==> config.mk <==
export PLATFORM = sky130hd
export DESIGN_NAME = cal_serial_access
export DESIGN_NICKNAME = d
export VERILOG_FILES = /design/src/cal_access_pkg.sv /design/src/cal_serial_access.sv /design/src/nv_cal_store.sv
export SDC_FILE = /design/constraint.sdc
export NUM_CORES = 1
export LEC_CHECK = 0
export ABC_AREA = 0
export BUFFER_PORTS_ARGS = -buffer_cell sky130_fd_sc_hd__buf_2
export CAP_MARGIN = 20
export CORE_UTILIZATION = 48
export CTS_CLUSTER_DIAMETER = 100
export DETAILED_ROUTE_END_ITERATION = 16
export PLACE_DENSITY_LB_ADDON = 0.05
export SKIP_LAST_GASP = 1
export SYNTH_ARGS = -nofsm -noshare
export SYNTH_HDL_FRONTEND = slang
export SYNTH_SLANG_ARGS = --single-unit
export TNS_END_PERCENT = 10
==> constraint.sdc <==
create_clock -name core_clk -period 4.4 [get_ports core_clk]
set_input_delay 0.66 -clock core_clk [delete_from_list [all_inputs] [get_ports core_clk]]
set_output_delay 0.66 -clock core_clk [all_outputs]
set_load 0.05 [all_outputs]
==> src/cal_access_pkg.sv <==
// Purpose: shared constants for the calibration-code serial access block
// Assumes: one 250 MHz core clock, bus pins sampled synchronously
// Notes:   offsets, the access register reset value and the program cycle count live here

package cal_access_pkg;

  // ----------------------------------------------------------------
  // register map
  // ----------------------------------------------------------------
  localparam logic [7:0] CAL_REG_ADDR    = 8'h00;
  localparam logic [7:0] ACC_REG_ADDR    = 8'h02;
  localparam logic [7:0] ACC_RESET_VAL   = 8'h00;
  localparam logic [7:0] ACC_PROG_VAL    = 8'h80;
  localparam int         ACC_PROG_BIT    = 7;
  localparam int         CAL_W           = 7;

  // ----------------------------------------------------------------
  // slave address and byte framing
  // ----------------------------------------------------------------
  localparam logic [4:0] SLAVE_ADDR_HI   = 5'h0A;
  localparam logic [3:0] BITS_PER_BYTE   = 4'h8;

  // ----------------------------------------------------------------
  // timing
  // ----------------------------------------------------------------
  localparam int         CLK_MHZ         = 250;
  localparam int         PROG_TIME_US    = 10;
  localparam int         PROG_CYCLES     = PROG_TIME_US * CLK_MHZ;
  localparam int         PROG_CNT_W      = 12;

  // ----------------------------------------------------------------
  // contents of the nonvolatile copy before any programming
  // ----------------------------------------------------------------
  localparam logic [6:0] NV_FACTORY_VAL  = 7'h40;

endpackage

==> src/cal_serial_access.sv <==
// Purpose: two-wire slave giving access to the calibration code registers
// Assumes: scl_in and sda_in are already synchronous to core_clk
// Notes:   open-drain data pin as sda_in / sda_out / sda_oe
//          the pointer never advances; unmapped addresses read as 00h

`timescale 1ns/1ps

module cal_serial_access (
  input  wire logic       core_clk,
  input  wire logic       rst_n,
  input  wire logic       scl_in,
  input  wire logic       sda_in,
  output logic            sda_out,
  output logic            sda_oe,
  input  wire logic       addr_strap_low,
  input  wire logic       addr_strap_high,
  input  wire logic       boost_supply_rail_ok,
  output logic      [6:0] working_cal_code,
  output logic      [6:0] sink_current_level,
  output logic            prog_busy
);

  // ----------------------------------------------------------------
  // state and storage
  // ----------------------------------------------------------------
  // one-hot phases of a transaction; start and stop override them all
  typedef enum logic [6:0] {
    ST_IDLE = 7'b0000001,
    ST_ADDR = 7'b0000010,
    ST_AACK = 7'b0000100,
    ST_RX   = 7'b0001000,
    ST_RACK = 7'b0010000,
    ST_TX   = 7'b0100000,
    ST_TACK = 7'b1000000
  } bus_state_t;

  bus_state_t state_q;
  logic       scl_q;
  logic       sda_q;
  logic [7:0] shift_q;
  logic [3:0] bit_cnt_q;
  logic [7:0] ptr_q;
  logic       first_q;
  logic       rd_dir_q;
  logic       oe_q;
  logic [7:0] acc_q;
  logic [6:0] work_q;
  logic [6:0] sink_q;
  logic       dirty_q;
  logic       load_q;
  logic       prog_req_q;
  logic [6:0] nv_rd_data;
  logic       nv_busy;

  // ----------------------------------------------------------------
  // bus event decode
  // ----------------------------------------------------------------
  logic       scl_rise;
  logic       scl_fall;
  logic       start_cond;
  logic       stop_cond;
  logic       byte_end;
  logic [6:0] my_addr;
  logic       addr_hit;
  logic       prog_mode;
  logic       prog_ok;
  logic       to_cal;
  logic       to_acc;
  logic [7:0] rd_byte;
  logic       rx_ack;

  // edges and conditions come from the previous sample, so each pin
  // level has to stand for at least two core cycles or it is missed
  assign scl_rise   = scl_in && !scl_q;
  assign scl_fall   = !scl_in && scl_q;
  assign start_cond = scl_in && scl_q && sda_q && !sda_in;
  assign stop_cond  = scl_in && scl_q && !sda_q && sda_in;
  assign byte_end   = scl_fall && (bit_cnt_q == cal_access_pkg::BITS_PER_BYTE);

  // strap order follows the address byte: ... a_low, a_high, r/w
  assign my_addr  = {cal_access_pkg::SLAVE_ADDR_HI,
                     addr_strap_low, addr_strap_high};
  // busy programming hides the device from its own address
  assign addr_hit = (shift_q[7:1] == my_addr) && !nv_busy;

  // pointer decode; only two addresses are mapped
  assign to_cal    = (ptr_q == cal_access_pkg::CAL_REG_ADDR);
  assign to_acc    = (ptr_q == cal_access_pkg::ACC_REG_ADDR);
  assign prog_mode = acc_q[cal_access_pkg::ACC_PROG_BIT];
  // program only on 80h, rail ok, changed data, and no cycle running
  assign prog_ok   = boost_supply_rail_ok && dirty_q
                     && !nv_busy;

  // data bytes are refused only when a program command is refused;
  // the nack is the master's only sign that nothing was committed
  assign rx_ack = first_q || !to_cal || !prog_mode || prog_ok;

  // read-back mux; unmapped pointers read zero
  assign rd_byte = to_cal ? {1'b0, work_q} :
                   to_acc ? acc_q : 8'h00;

  // ----------------------------------------------------------------
  // pin sampling history
  // ----------------------------------------------------------------
  always_ff @(posedge core_clk) begin
    if (!rst_n) begin
      // idle level, so no false edge or start follows reset
      scl_q <= 1'b1;
      sda_q <= 1'b1;
    end else begin
      scl_q <= scl_in;
      sda_q <= sda_in;
    end
  end

  // ----------------------------------------------------------------
  // bus sequencer
  // ----------------------------------------------------------------
  // start or stop overrides any phase; bits move on scl edges
  always_ff @(posedge core_clk) begin
    if (!rst_n) begin
      state_q   <= ST_IDLE;
      bit_cnt_q <= 4'h0;
      shift_q   <= 8'h00;
      first_q   <= 1'b0;
      rd_dir_q  <= 1'b0;
    end else if (start_cond) begin
      state_q   <= ST_ADDR;
      bit_cnt_q <= 4'h0;
    end else if (stop_cond) begin
      state_q   <= ST_IDLE;
    end else begin
      unique case (state_q)
        ST_IDLE: begin
          // stray clocks from a transfer to another device are ignored
          bit_cnt_q <= 4'h0;
        end
        ST_ADDR, ST_RX: begin
          // both phases shift alike; they differ only at the byte end
          if (scl_rise) begin
            shift_q   <= {shift_q[6:0], sda_in};
            bit_cnt_q <= bit_cnt_q + 4'h1;
          end else if (byte_end) begin
            bit_cnt_q <= 4'h0;
            if (state_q == ST_ADDR) begin
              rd_dir_q <= shift_q[0];
              first_q  <= 1'b1;
              state_q  <= addr_hit ? ST_AACK : ST_IDLE;
            end else begin
              first_q  <= 1'b0;
              state_q  <= rx_ack ? ST_RACK : ST_IDLE;
            end
          end
        end
        ST_AACK: begin
          // the ninth clock ends; the direction bit picks the next phase
          if (scl_fall) begin
            state_q <= rd_dir_q ? ST_TX : ST_RX;
          end
        end
        ST_RACK: begin
          // further data bytes in the same write go to the same register
          if (scl_fall) begin
            state_q <= ST_RX;
          end
        end
        ST_TX: begin
          // only counts here; the data line logic below drives the bits
          if (scl_rise) begin
            bit_cnt_q <= bit_cnt_q + 4'h1;
          end else if (byte_end) begin
            bit_cnt_q <= 4'h0;
            state_q   <= ST_TACK;
          end
        end
        ST_TACK: begin
          // master ack asks for another byte, nack ends the read
          if (scl_rise) begin
            state_q <= sda_in ? ST_IDLE : ST_TX;
          end
        end
      endcase
    end
  end

  // ----------------------------------------------------------------
  // data line drive, open drain, changed only while scl is low
  // ----------------------------------------------------------------
  logic       tx_enter;
  logic [2:0] tx_bit;

  assign tx_enter = scl_fall && ((state_q == ST_AACK && rd_dir_q)
                                 || state_q == ST_TX);
  assign tx_bit   = 3'd7 - bit_cnt_q[2:0];
  assign sda_out  = 1'b0;
  assign sda_oe   = oe_q;

  always_ff @(posedge core_clk) begin
    if (!rst_n || start_cond || stop_cond) begin
      oe_q <= 1'b0;
    end else if (byte_end && state_q != ST_TX) begin
      // low through the whole ninth clock when acking
      oe_q <= (state_q == ST_ADDR) ? addr_hit : rx_ack;
    end else if (byte_end || (scl_fall && state_q == ST_TACK)) begin
      // a read byte ends: hand the line to the master for its ack
      oe_q <= 1'b0;
    end else if (tx_enter) begin
      // next read bit, launched a cycle after the clock falls
      oe_q <= !rd_byte[tx_bit];
    end else if (scl_fall && (state_q == ST_AACK || state_q == ST_RACK)) begin
      // ack clock over on a write; release before the next bit
      oe_q <= 1'b0;
    end
  end

  // ----------------------------------------------------------------
  // registers, pointer and program command
  // ----------------------------------------------------------------
  logic       data_wr;

  assign data_wr = byte_end && state_q == ST_RX && !first_q;

  always_ff @(posedge core_clk) begin
    if (!rst_n) begin
      ptr_q      <= cal_access_pkg::CAL_REG_ADDR;
      acc_q      <= cal_access_pkg::ACC_RESET_VAL;
      dirty_q    <= 1'b0;
      prog_req_q <= 1'b0;
      load_q     <= 1'b1;
      work_q     <= 7'h00;
    end else begin
      prog_req_q <= 1'b0;
      // one-shot recall; every reset is treated as a power-up
      if (load_q) begin
        work_q <= nv_rd_data;
        load_q <= 1'b0;
      end
      // the first data byte of a write is the memory address
      if (byte_end && state_q == ST_RX && first_q) begin
        ptr_q <= shift_q;
      end
      if (data_wr && to_acc) begin
        // reserved bits always hold zero
        acc_q <= shift_q & cal_access_pkg::ACC_PROG_VAL;
      end
      if (data_wr && to_cal && !prog_mode) begin
        work_q  <= shift_q[6:0];
        dirty_q <= 1'b1;
      end
      // the program command also updates the working code
      if (data_wr && to_cal && prog_mode && prog_ok) begin
        work_q     <= shift_q[6:0];
        prog_req_q <= 1'b1;
        dirty_q    <= 1'b0;
      end
    end
  end

  // code zero is the largest current, so current steps are the inverse;
  // registered so the sink never sees a partial code
  always_ff @(posedge core_clk) begin
    if (!rst_n) begin
      sink_q <= 7'h7F;
    end else begin
      sink_q <= ~work_q;
    end
  end

  assign working_cal_code   = work_q;
  assign sink_current_level = sink_q;
  assign prog_busy          = nv_busy;

  // ----------------------------------------------------------------
  // nonvolatile copy
  // ----------------------------------------------------------------
  // the working code is the data source; it holds still while busy
  // because no address is acked until the cycle ends
  nv_cal_store u_store (
    .core_clk  (core_clk),
    .rst_n     (rst_n),
    .prog_req  (prog_req_q),
    .prog_data (work_q),
    .rd_data_q (nv_rd_data),
    .busy_q    (nv_busy)
  );

endmodule // cal_serial_access

==> src/nv_cal_store.sv <==
// Purpose: nonvolatile copy of the calibration code and its program timer
// Assumes: prog_req is a one-cycle pulse, ignored while busy
// Notes:   storage is not cleared by rst_n, only the timer and pending data are

`timescale 1ns/1ps

module nv_cal_store (
  input  wire logic       core_clk,
  input  wire logic       rst_n,
  input  wire logic       prog_req,
  input  wire logic [6:0] prog_data,
  output logic      [6:0] rd_data_q,
  output logic            busy_q
);

  // ----------------------------------------------------------------
  // storage and timer
  // ----------------------------------------------------------------
  // power-on content stands in for the cell array; survives rst_n
  logic [6:0]                            mem_q = cal_access_pkg::NV_FACTORY_VAL;
  logic [6:0]                            pend_q;
  logic [cal_access_pkg::PROG_CNT_W-1:0] cnt_q;
  logic                                  done;

  localparam logic [cal_access_pkg::PROG_CNT_W-1:0] LAST_CNT =
    cal_access_pkg::PROG_CNT_W'(cal_access_pkg::PROG_CYCLES - 1);

  assign done = busy_q && (cnt_q == LAST_CNT);

  // cell write happens at the end of the timed cycle
  always_ff @(posedge core_clk) begin
    if (done) begin
      mem_q <= pend_q;
    end
    rd_data_q <= mem_q;
  end

  // timed programming cycle; a request during one is dropped
  always_ff @(posedge core_clk) begin
    if (!rst_n) begin
      busy_q <= 1'b0;
      cnt_q  <= '0;
      pend_q <= 7'h00;
    end else if (prog_req && !busy_q) begin
      busy_q <= 1'b1;
      cnt_q  <= '0;
      pend_q <= prog_data;
    end else if (done) begin
      busy_q <= 1'b0;
    end else if (busy_q) begin
      cnt_q  <= cnt_q + 1'b1;
    end
  end

endmodule // nv_cal_store

==> results of run 1 <==
==> worst max-delay path: cells and delay by family, from the launching register on <==
family	cells	cell delay (ns)
DFF	1	0.40
muxes	1	0.25
buffers and inverters	1	0.13
and+or+nand+nor	5	1.37
adders and majority gates	1	0.15
==> stage by stage <==
| stage | total power, W | util [%] | worst slack, ns | hold slack, ns | instances |
|---|---|---|---|---|---|
| finish | 0.00147 | 56.3 | 1.98 | 0.341 | 486 |
| global route | 0.00152 | 56.3 | 1.77 | 0.355 | 486 |
| CTS | 0.00148 | 55.9 | 1.96 | 0.347 | 485 |
| detailed placement | 0.000894 | 52.8 | 1.69 | 0.329 | 469 |
| global placement | 0.000894 | 52.8 | 1.74 | 0.326 | 469 |
| floorplan | 0.000873 | - | 1.98 | 0.323 | 368 |
==> cell families after synthesis <==
kind of cell | Yosys count | share of synthesized area (%)
buf+inv | 26 | 3.45
flops | 84 | 49.7
simple gates | 156 | 22.0
xor+xnor | 15 | 3.73
compound gates | 51 | 10.4
other cells | 1 | 0.106
mux | 32 | 9.45
fa+ha+maj | 3 | 1.07
==> cell type report <==
class,count,area [µm²]
Timing Repair Buffer,23,138
Clock inverter,6,87.6
Sequential cell,84,1750
Clock buffer,10,128
Fill cell,641,3040
Multi-Input combinational cell,258,1650
Inverter,9,33.8
Tap cell,96,120
==> worst min path at each step <==
stage,from,endpoint,slack [ns],depth (start not counted)
final,u_store.mem_q[6]$_DFFE_PP_,u_store.rd_data_q[6]$_DFF_P_,0.34,0
after detailed placement,u_store.mem_q[1]$_DFFE_PP_,u_store.rd_data_q[1]$_DFF_P_,0.33,0
after global routing,u_store.mem_q[0]$_DFFE_PP_,u_store.rd_data_q[0]$_DFF_P_,0.35,0
after global placement,u_store.mem_q[6]$_DFFE_PP_,u_store.rd_data_q[6]$_DFF_P_,0.33,0
after floorplan,u_store.mem_q[0]$_DFFE_PP_,u_store.rd_data_q[0]$_DFF_P_,0.32,0
after CTS,u_store.mem_q[1]$_DFFE_PP_,u_store.rd_data_q[1]$_DFF_P_,0.35,0
==> cell usage after synthesis (all sizes together), types with 2 or more instances <==
cell	instances	share of area, %
dfxtp	77	44
ha	3	1.1
edfxtp	7	6.0
and2	3	0.53
a211oi	9	3.1
and4	2	0.50
or4	3	0.85
nand4	6	1.1
nor4	4	0.71
nor3	9	1.4
mux2i	31	8.8
and3	6	1.1
o21ai	9	1.3
xnor2	6	1.5
clkbuf	9	0.96
a31oi	2	0.36
or3	6	1.2
buf	8	1.5
a21boi	2	0.43
inv	9	0.96
xor2	9	2.2
a21oi	19	2.7
nand3b	2	0.43
nand3	8	1.1
nor2	63	6.7
nand2	28	3.0
or2	2	0.36
nand2b	8	1.6
==> routing by layer <==
metal	vias up	routed length, µm
li1	1311	-
met1	1175	3590
met2	46	3020
met3	8	281
met4	0	86
met5	-	0
==> power by group through the flow <==
stage                     combinational (W)  clock (W)  sequential (W)
after global placement            0.0000858          0        0.000808
after detailed placement          0.0000861          0        0.000808
after floorplan                   0.0000417          0        0.000832
after global routing              0.0000951   0.000635        0.000792
final                             0.0000887   0.000589        0.000790
after CTS                         0.0000863   0.000604        0.000790
==> layout by cell type (no fill, tap or decap), types with 3 or more instances in the layout <==
cell type	instances
a211oi_2	8
dfxtp_1	77
a21oi_1	19
xor2_1	9
ha_1	3
nor4_1	4
xnor2_1	6
nor3_1	8
and3_1	6
or3_1	5
inv_1	9
edfxtp_1	7
nand3_1	8
nand4_1	6
buf_2	22
clkbuf_8	9
nand2b_1	7
o21ai_0	9
and2_1	3
mux2i_1	31
nand2_1	28
nor2_1	63
==> flow_metrics.env, run 1 <==
export IMPL_layout_min_cycle_time_ns=2.42
export IMPL_crit_chain="inv_1, ha_1, nand2_1, or3_1, nor3_1, and2_1, mux2i_1, nor2_1"
export IMPL_grt_ovfl_total=0
export IMPL_yosys_warnings=0
export IMPL_clkSinkCount=84
export IMPL_core_mm2=0.00694
export IMPL_post_cts_resized=0
export IMPL_r2r_cells=8
export IMPL_fin_setup_tns_ns=0
export IMPL_status="complete, no violations"
export IMPL_endpoint="ptr_q[0]$_SDFFE_PN0P_"
export IMPL_maxCapViolCount=0
export IMPL_drt_wl_total_um=6980
export IMPL_final_max_slew_viol_count=0
export IMPL_io_pin_count=24
export IMPL_first_pass_iters=4
export IMPL_antenna_diode_count=0
export IMPL_worst_slew_pin_slew_ns=0.716
export IMPL_worstReg2RegEnd="ptr_q[0]$_SDFFE_PN0P_"
export IMPL_postCtsHoldBufs=0
export IMPL_placed_area_mm2=0.00366
export IMPL_fin_skew_ns=0.0122
export IMPL_die_y_um=87.7
export IMPL_yosysUniqueCellTypes=54
export IMPL_largest_reg_flops=12
export IMPL_dieWidth_um=87.7
export IMPL_swShare_pct=23.3
export IMPL_synthFlopType="dfxtp_1"
export IMPL_max_freq_ghz=0.413
export IMPL_use_met2_pct=29.8
export IMPL_rows=30
export IMPL_finalHoldViolations=0
export IMPL_grt_usage_pct=19.8
export IMPL_avgRoutedWirePerCell_um=14.4
export IMPL_pwr_share_seq_pct=53.8
export IMPL_insertion_delay_ns=0.35
export IMPL_internal_power_w=0.00113
export IMPL_dpl_hpwl_um=4930
export IMPL_top_regs="u_store.cnt_q x12, ptr_q x8, shift_q x8"
export IMPL_powerDensity_mw_per_mm2=376
export IMPL_rsz0062_at_grt="false"
export IMPL_syn_nets=378
export IMPL_htree_levels=3
export IMPL_antenna_found_initial=0
export IMPL_clk_path_buf_depth=2
export IMPL_hold_path_class="flip-flop to flip-flop"
export IMPL_cts_tree="built"
export IMPL_fin_crit_sh_pct=55.1
export IMPL_top_register="u_store.cnt_q"
export IMPL_clk_pin_slew_ns=0.09
export IMPL_worstPathArrival_ns=2.66
export IMPL_synth_avg_cell_area_um2=9.57
export IMPL_numCtsBuffers=9
export IMPL_root_buffer="clkbuf_8"
export IMPL_synthCells=368
export IMPL_grt_pass1_vias=2396
export IMPL_comb_power_share_pct=6.0
export IMPL_crit_reg2reg_launch="bit_cnt_q[0]$_SDFFE_PP0P_"
export IMPL_post_cts_setup_buffers=0
export IMPL_gp_congestion=0.845
export IMPL_io_buffers=22
export IMPL_required_ns=4.64
export IMPL_use_met3_pct=5.37
export IMPL_use_met1_pct=27.8
export IMPL_slowest_stage="and2_1"
export IMPL_dieArea_mm2=0.00768
export IMPL_vias=2540
export IMPL_nets=395
export IMPL_vias_per_cell=5.23
export IMPL_power_frac_clock_pct=40.1
export IMPL_drive_gt1_share_pct=14.1
export IMPL_path_class="flip-flop to flip-flop"
export IMPL_area_delta_synth_final_pct=10.9
export IMPL_critPathLaunch="bit_cnt_q[0]$_SDFFE_PP0P_"
export IMPL_p_sw_w=0.000342
export IMPL_fin_area_mm2=0.00391
export IMPL_top_usage_layer="met2"
export IMPL_ant_nets=0
export IMPL_critPathCaptureType="flip-flop"
export IMPL_grt_pass1_wl_um=11600
export IMPL_reg2reg_slack_ns=1.98
export IMPL_drt_iter0_markers=152
export IMPL_drc=0
export IMPL_initial_core_util_pct=50.7
export IMPL_critPathMaxFanout=8
export IMPL_async_reset_ff_share_pct=0
export IMPL_setup_viol=0
export IMPL_relSlewSlack_pct=52.2
export IMPL_cpPeakStageDelay_ns=0.48
export IMPL_grt_max_degree=31
export IMPL_power_leakage_nw=1.54
export IMPL_ir_worst_vdd_mv=0.169
export IMPL_cp_start_kind="flip-flop"
export IMPL_ys_seq_elements=84
export IMPL_yosysSeqAreaShare_pct=49.7
export IMPL_syn_area_mm2=0.00352
export IMPL_synth_edff_count=7
Note: power is estimated with default switching activity, not from simulation.
==> inputs of run 2 (changes only) <==
==> constraint.sdc (replaced) <==
create_clock -name core_clk -period 2.2 [get_ports core_clk]
set_input_delay 0.33 -clock core_clk [delete_from_list [all_inputs] [get_ports core_clk]]
set_output_delay 0.33 -clock core_clk [all_outputs]
set_load 0.05 [all_outputs]
==> run 2 against run 1 <==
Core utilization rose by 1.0 points; sequential power rose by 100%; via count grew 4.1%; flip-flop and latch count unchanged; power rose by 85%; critical path type unchanged; critical endpoint is now working_cal_code[0]$_SDFFE_PN0P_; largest power group unchanged.
==> flow_metrics.env, run 2 (synthesis results as in run 1) <==
export IMPL_layout_common_cells="dfxtp_1, nor2_1, mux2i_1"
export IMPL_postCtsHoldBufs=0
export IMPL_hold_path_class="input pin to flip-flop"
export IMPL_ir_worst_vdd_mv=0.446
export IMPL_numCtsBuffers=9
export IMPL_dpl_hpwl_um=5350
export IMPL_drt_iter0_markers=129
export IMPL_largest_reg_flops=12
export IMPL_power_leakage_nw=1.60
export IMPL_path_class="flip-flop to flip-flop"
export IMPL_slowest_stage="or3_4"
export IMPL_initial_core_util_pct=50.7
export IMPL_die_y_um=87.7
export IMPL_first_pass_iters=4
export IMPL_fin_ws_ns=0.102
export IMPL_hp_start="scl_in"
export IMPL_place_ws_ns=0.0241
export IMPL_avgRoutedWirePerCell_um=14.5
export IMPL_required_ns=2.43
export IMPL_dp_cells=486
export IMPL_ant_nets=0
export IMPL_final_common_cell="dfxtp_1"
export IMPL_clk_path_buf_depth=2
export IMPL_critPathCaptureType="flip-flop"
export IMPL_fin_crit_sh_pct=95.4
export IMPL_htree_levels=3
export IMPL_vias=2643
export IMPL_final_max_slew_viol_count=0
export IMPL_vias_per_cell=5.26
export IMPL_cp_start_kind="flip-flop"
export IMPL_antenna_found_initial=0
export IMPL_root_buffer="clkbuf_8"
export IMPL_drt_wl_total_um=7260
export IMPL_dieArea_mm2=0.00768
export IMPL_clkSinkCount=84
export IMPL_io_buffers=22
export IMPL_cpPeakStageDelay_ns=0.41
export IMPL_top_regs="u_store.cnt_q x12, ptr_q x8, shift_q x8"
export IMPL_grt_usage_pct=21.4
export IMPL_reg2reg_slack_ns=0.10
export IMPL_hold_path_endpoint="scl_q$_SDFF_PN1_"
export IMPL_powerDensity_mw_per_mm2=681
export IMPL_setup_viol=0
export IMPL_post_cts_setup_buffers=0
export IMPL_grt_ovfl_total=0
export IMPL_dieWidth_um=87.7
export IMPL_critPathMaxFanout=14
export IMPL_layout_cells_non_filler=502
export IMPL_layout_min_cycle_time_ns=2.10
export IMPL_gp_congestion=0.900
export IMPL_clk_pin_slew_ns=0.09
export IMPL_worst_slew_pin_slew_ns=0.659
export IMPL_nets=411
export IMPL_grt_pass1_wl_um=12300
export IMPL_crit_reg2reg_launch="bit_cnt_q[0]$_SDFFE_PP0P_"
export IMPL_worstPathArrival_ns=2.32
export IMPL_insertion_delay_ns=0.36
export IMPL_hold_depth=2
export IMPL_fin_area_mm2=0.00398
export IMPL_rsz0062_at_grt="true"
export IMPL_area_delta_synth_final_pct=13.0
export IMPL_grt_max_degree=31
export IMPL_top_register="u_store.cnt_q"
export IMPL_maxCapViolCount=0
export IMPL_max_freq_ghz=0.477
export IMPL_worstReg2RegEnd="working_cal_code[0]$_SDFFE_PN0P_"
export IMPL_fin_skew_ns=0.0109
export IMPL_drc=0
export IMPL_crit_chain="inv_2, ha_1, nand2_1, or3_1, or3_4, a211o_4, nor2_1, a211oi_2"
export IMPL_finalHoldViolations=0
export IMPL_placed_area_mm2=0.00380
export IMPL_grt_pass1_vias=2478
export IMPL_relSlewSlack_pct=56.0
export IMPL_r2r_cells=8
export IMPL_cts_tree="built"
export IMPL_drive_gt1_share_pct=18.0
export IMPL_antenna_diode_count=0
export IMPL_rows=30
export IMPL_io_pin_count=24
export IMPL_core_mm2=0.00694
export IMPL_status="complete, no violations"
==> run 2: cell types whose count changed in the layout (fill, tap and decap cells not counted), sizes merged <==
cell	change
buf	+16
clkinvlp	-2
clkinv	+4
bufinv	-2
inv	-1
clkbuf	+1
==> run 2: worst max path at each step <==
stage / to / cells after the start / start
global placement: working_cal_code[4]$_SDFFE_PN0P_ / 7 / scl_in
detailed placement: working_cal_code[0]$_SDFFE_PN0P_ / 7 / scl_in
floorplan: working_cal_code[5]$_SDFFE_PN0P_ / 10 / bit_cnt_q[0]$_SDFFE_PP0P_
CTS: working_cal_code[0]$_SDFFE_PN0P_ / 8 / bit_cnt_q[0]$_SDFFE_PP0P_
global route: state_q[3]$_SDFFE_PP0P_ / 9 / bit_cnt_q[1]$_SDFFE_PP0P_
finish: working_cal_code[0]$_SDFFE_PN0P_ / 8 / bit_cnt_q[0]$_SDFFE_PP0P_
==> run 2: through the flow <==
step	setup TNS (ns)	util [%]	hold WS (ns)	total power [W]
floorplan	0	-	0.323	0.00175
global placement	0	54.8	0.326	0.00180
detailed placement	0	54.8	0.328	0.00180
CTS	0	57.2	0.205	0.00275
global route	-0.000856	57.3	0.212	0.00281
finish	0	57.3	0.228	0.00271
==> run 2: worst max-delay path: cells and delay by family, from the launching register on <==
family,cells,cell delay (ns)
DFF,1,0.32
buffers and inverters,1,0.07
and+or+nand+nor,4,0.97
adders and majority gates,1,0.14
AOI/OAI and AO/OA,2,0.47
==> run 2: repair_timing <==
| item | in CTS | in global routing |
|---|---|---|
| hold endpoints to repair | 0 | 0 |
| endpoints found under the setup margin | 0 | 3 |
| gates resized for setup | 0 | 1 |
==> run 2: cell type report <==
class,count,area [µm²]
Tap cell,96,120
Fill cell,652,2960
Inverter,9,33.8
Timing Repair Buffer,39,250
Clock inverter,5,27.5
Sequential cell,84,1750
Multi-Input combinational cell,258,1660
Clock buffer,11,141
==> run 2: power by group <==
part           switching (W)  internal (W)
logic               0.000131     0.0000551
registers          0.0000172       0.00156
clock network       0.000515      0.000433
total               0.000663       0.00205
==> run 2: metal layers <==
| layer | routed length (µm) | vias to the layer above | track usage (%) |
|---|---|---|---|
| li1 | - | 1344 | - |
| met1 | 3650 | 1240 | 29.6 |
| met2 | 3220 | 51 | 32.0 |
| met3 | 300 | 8 | 5.66 |
| met4 | 87 | 0 | 8.49 |
| met5 | 0 | - | 0 |
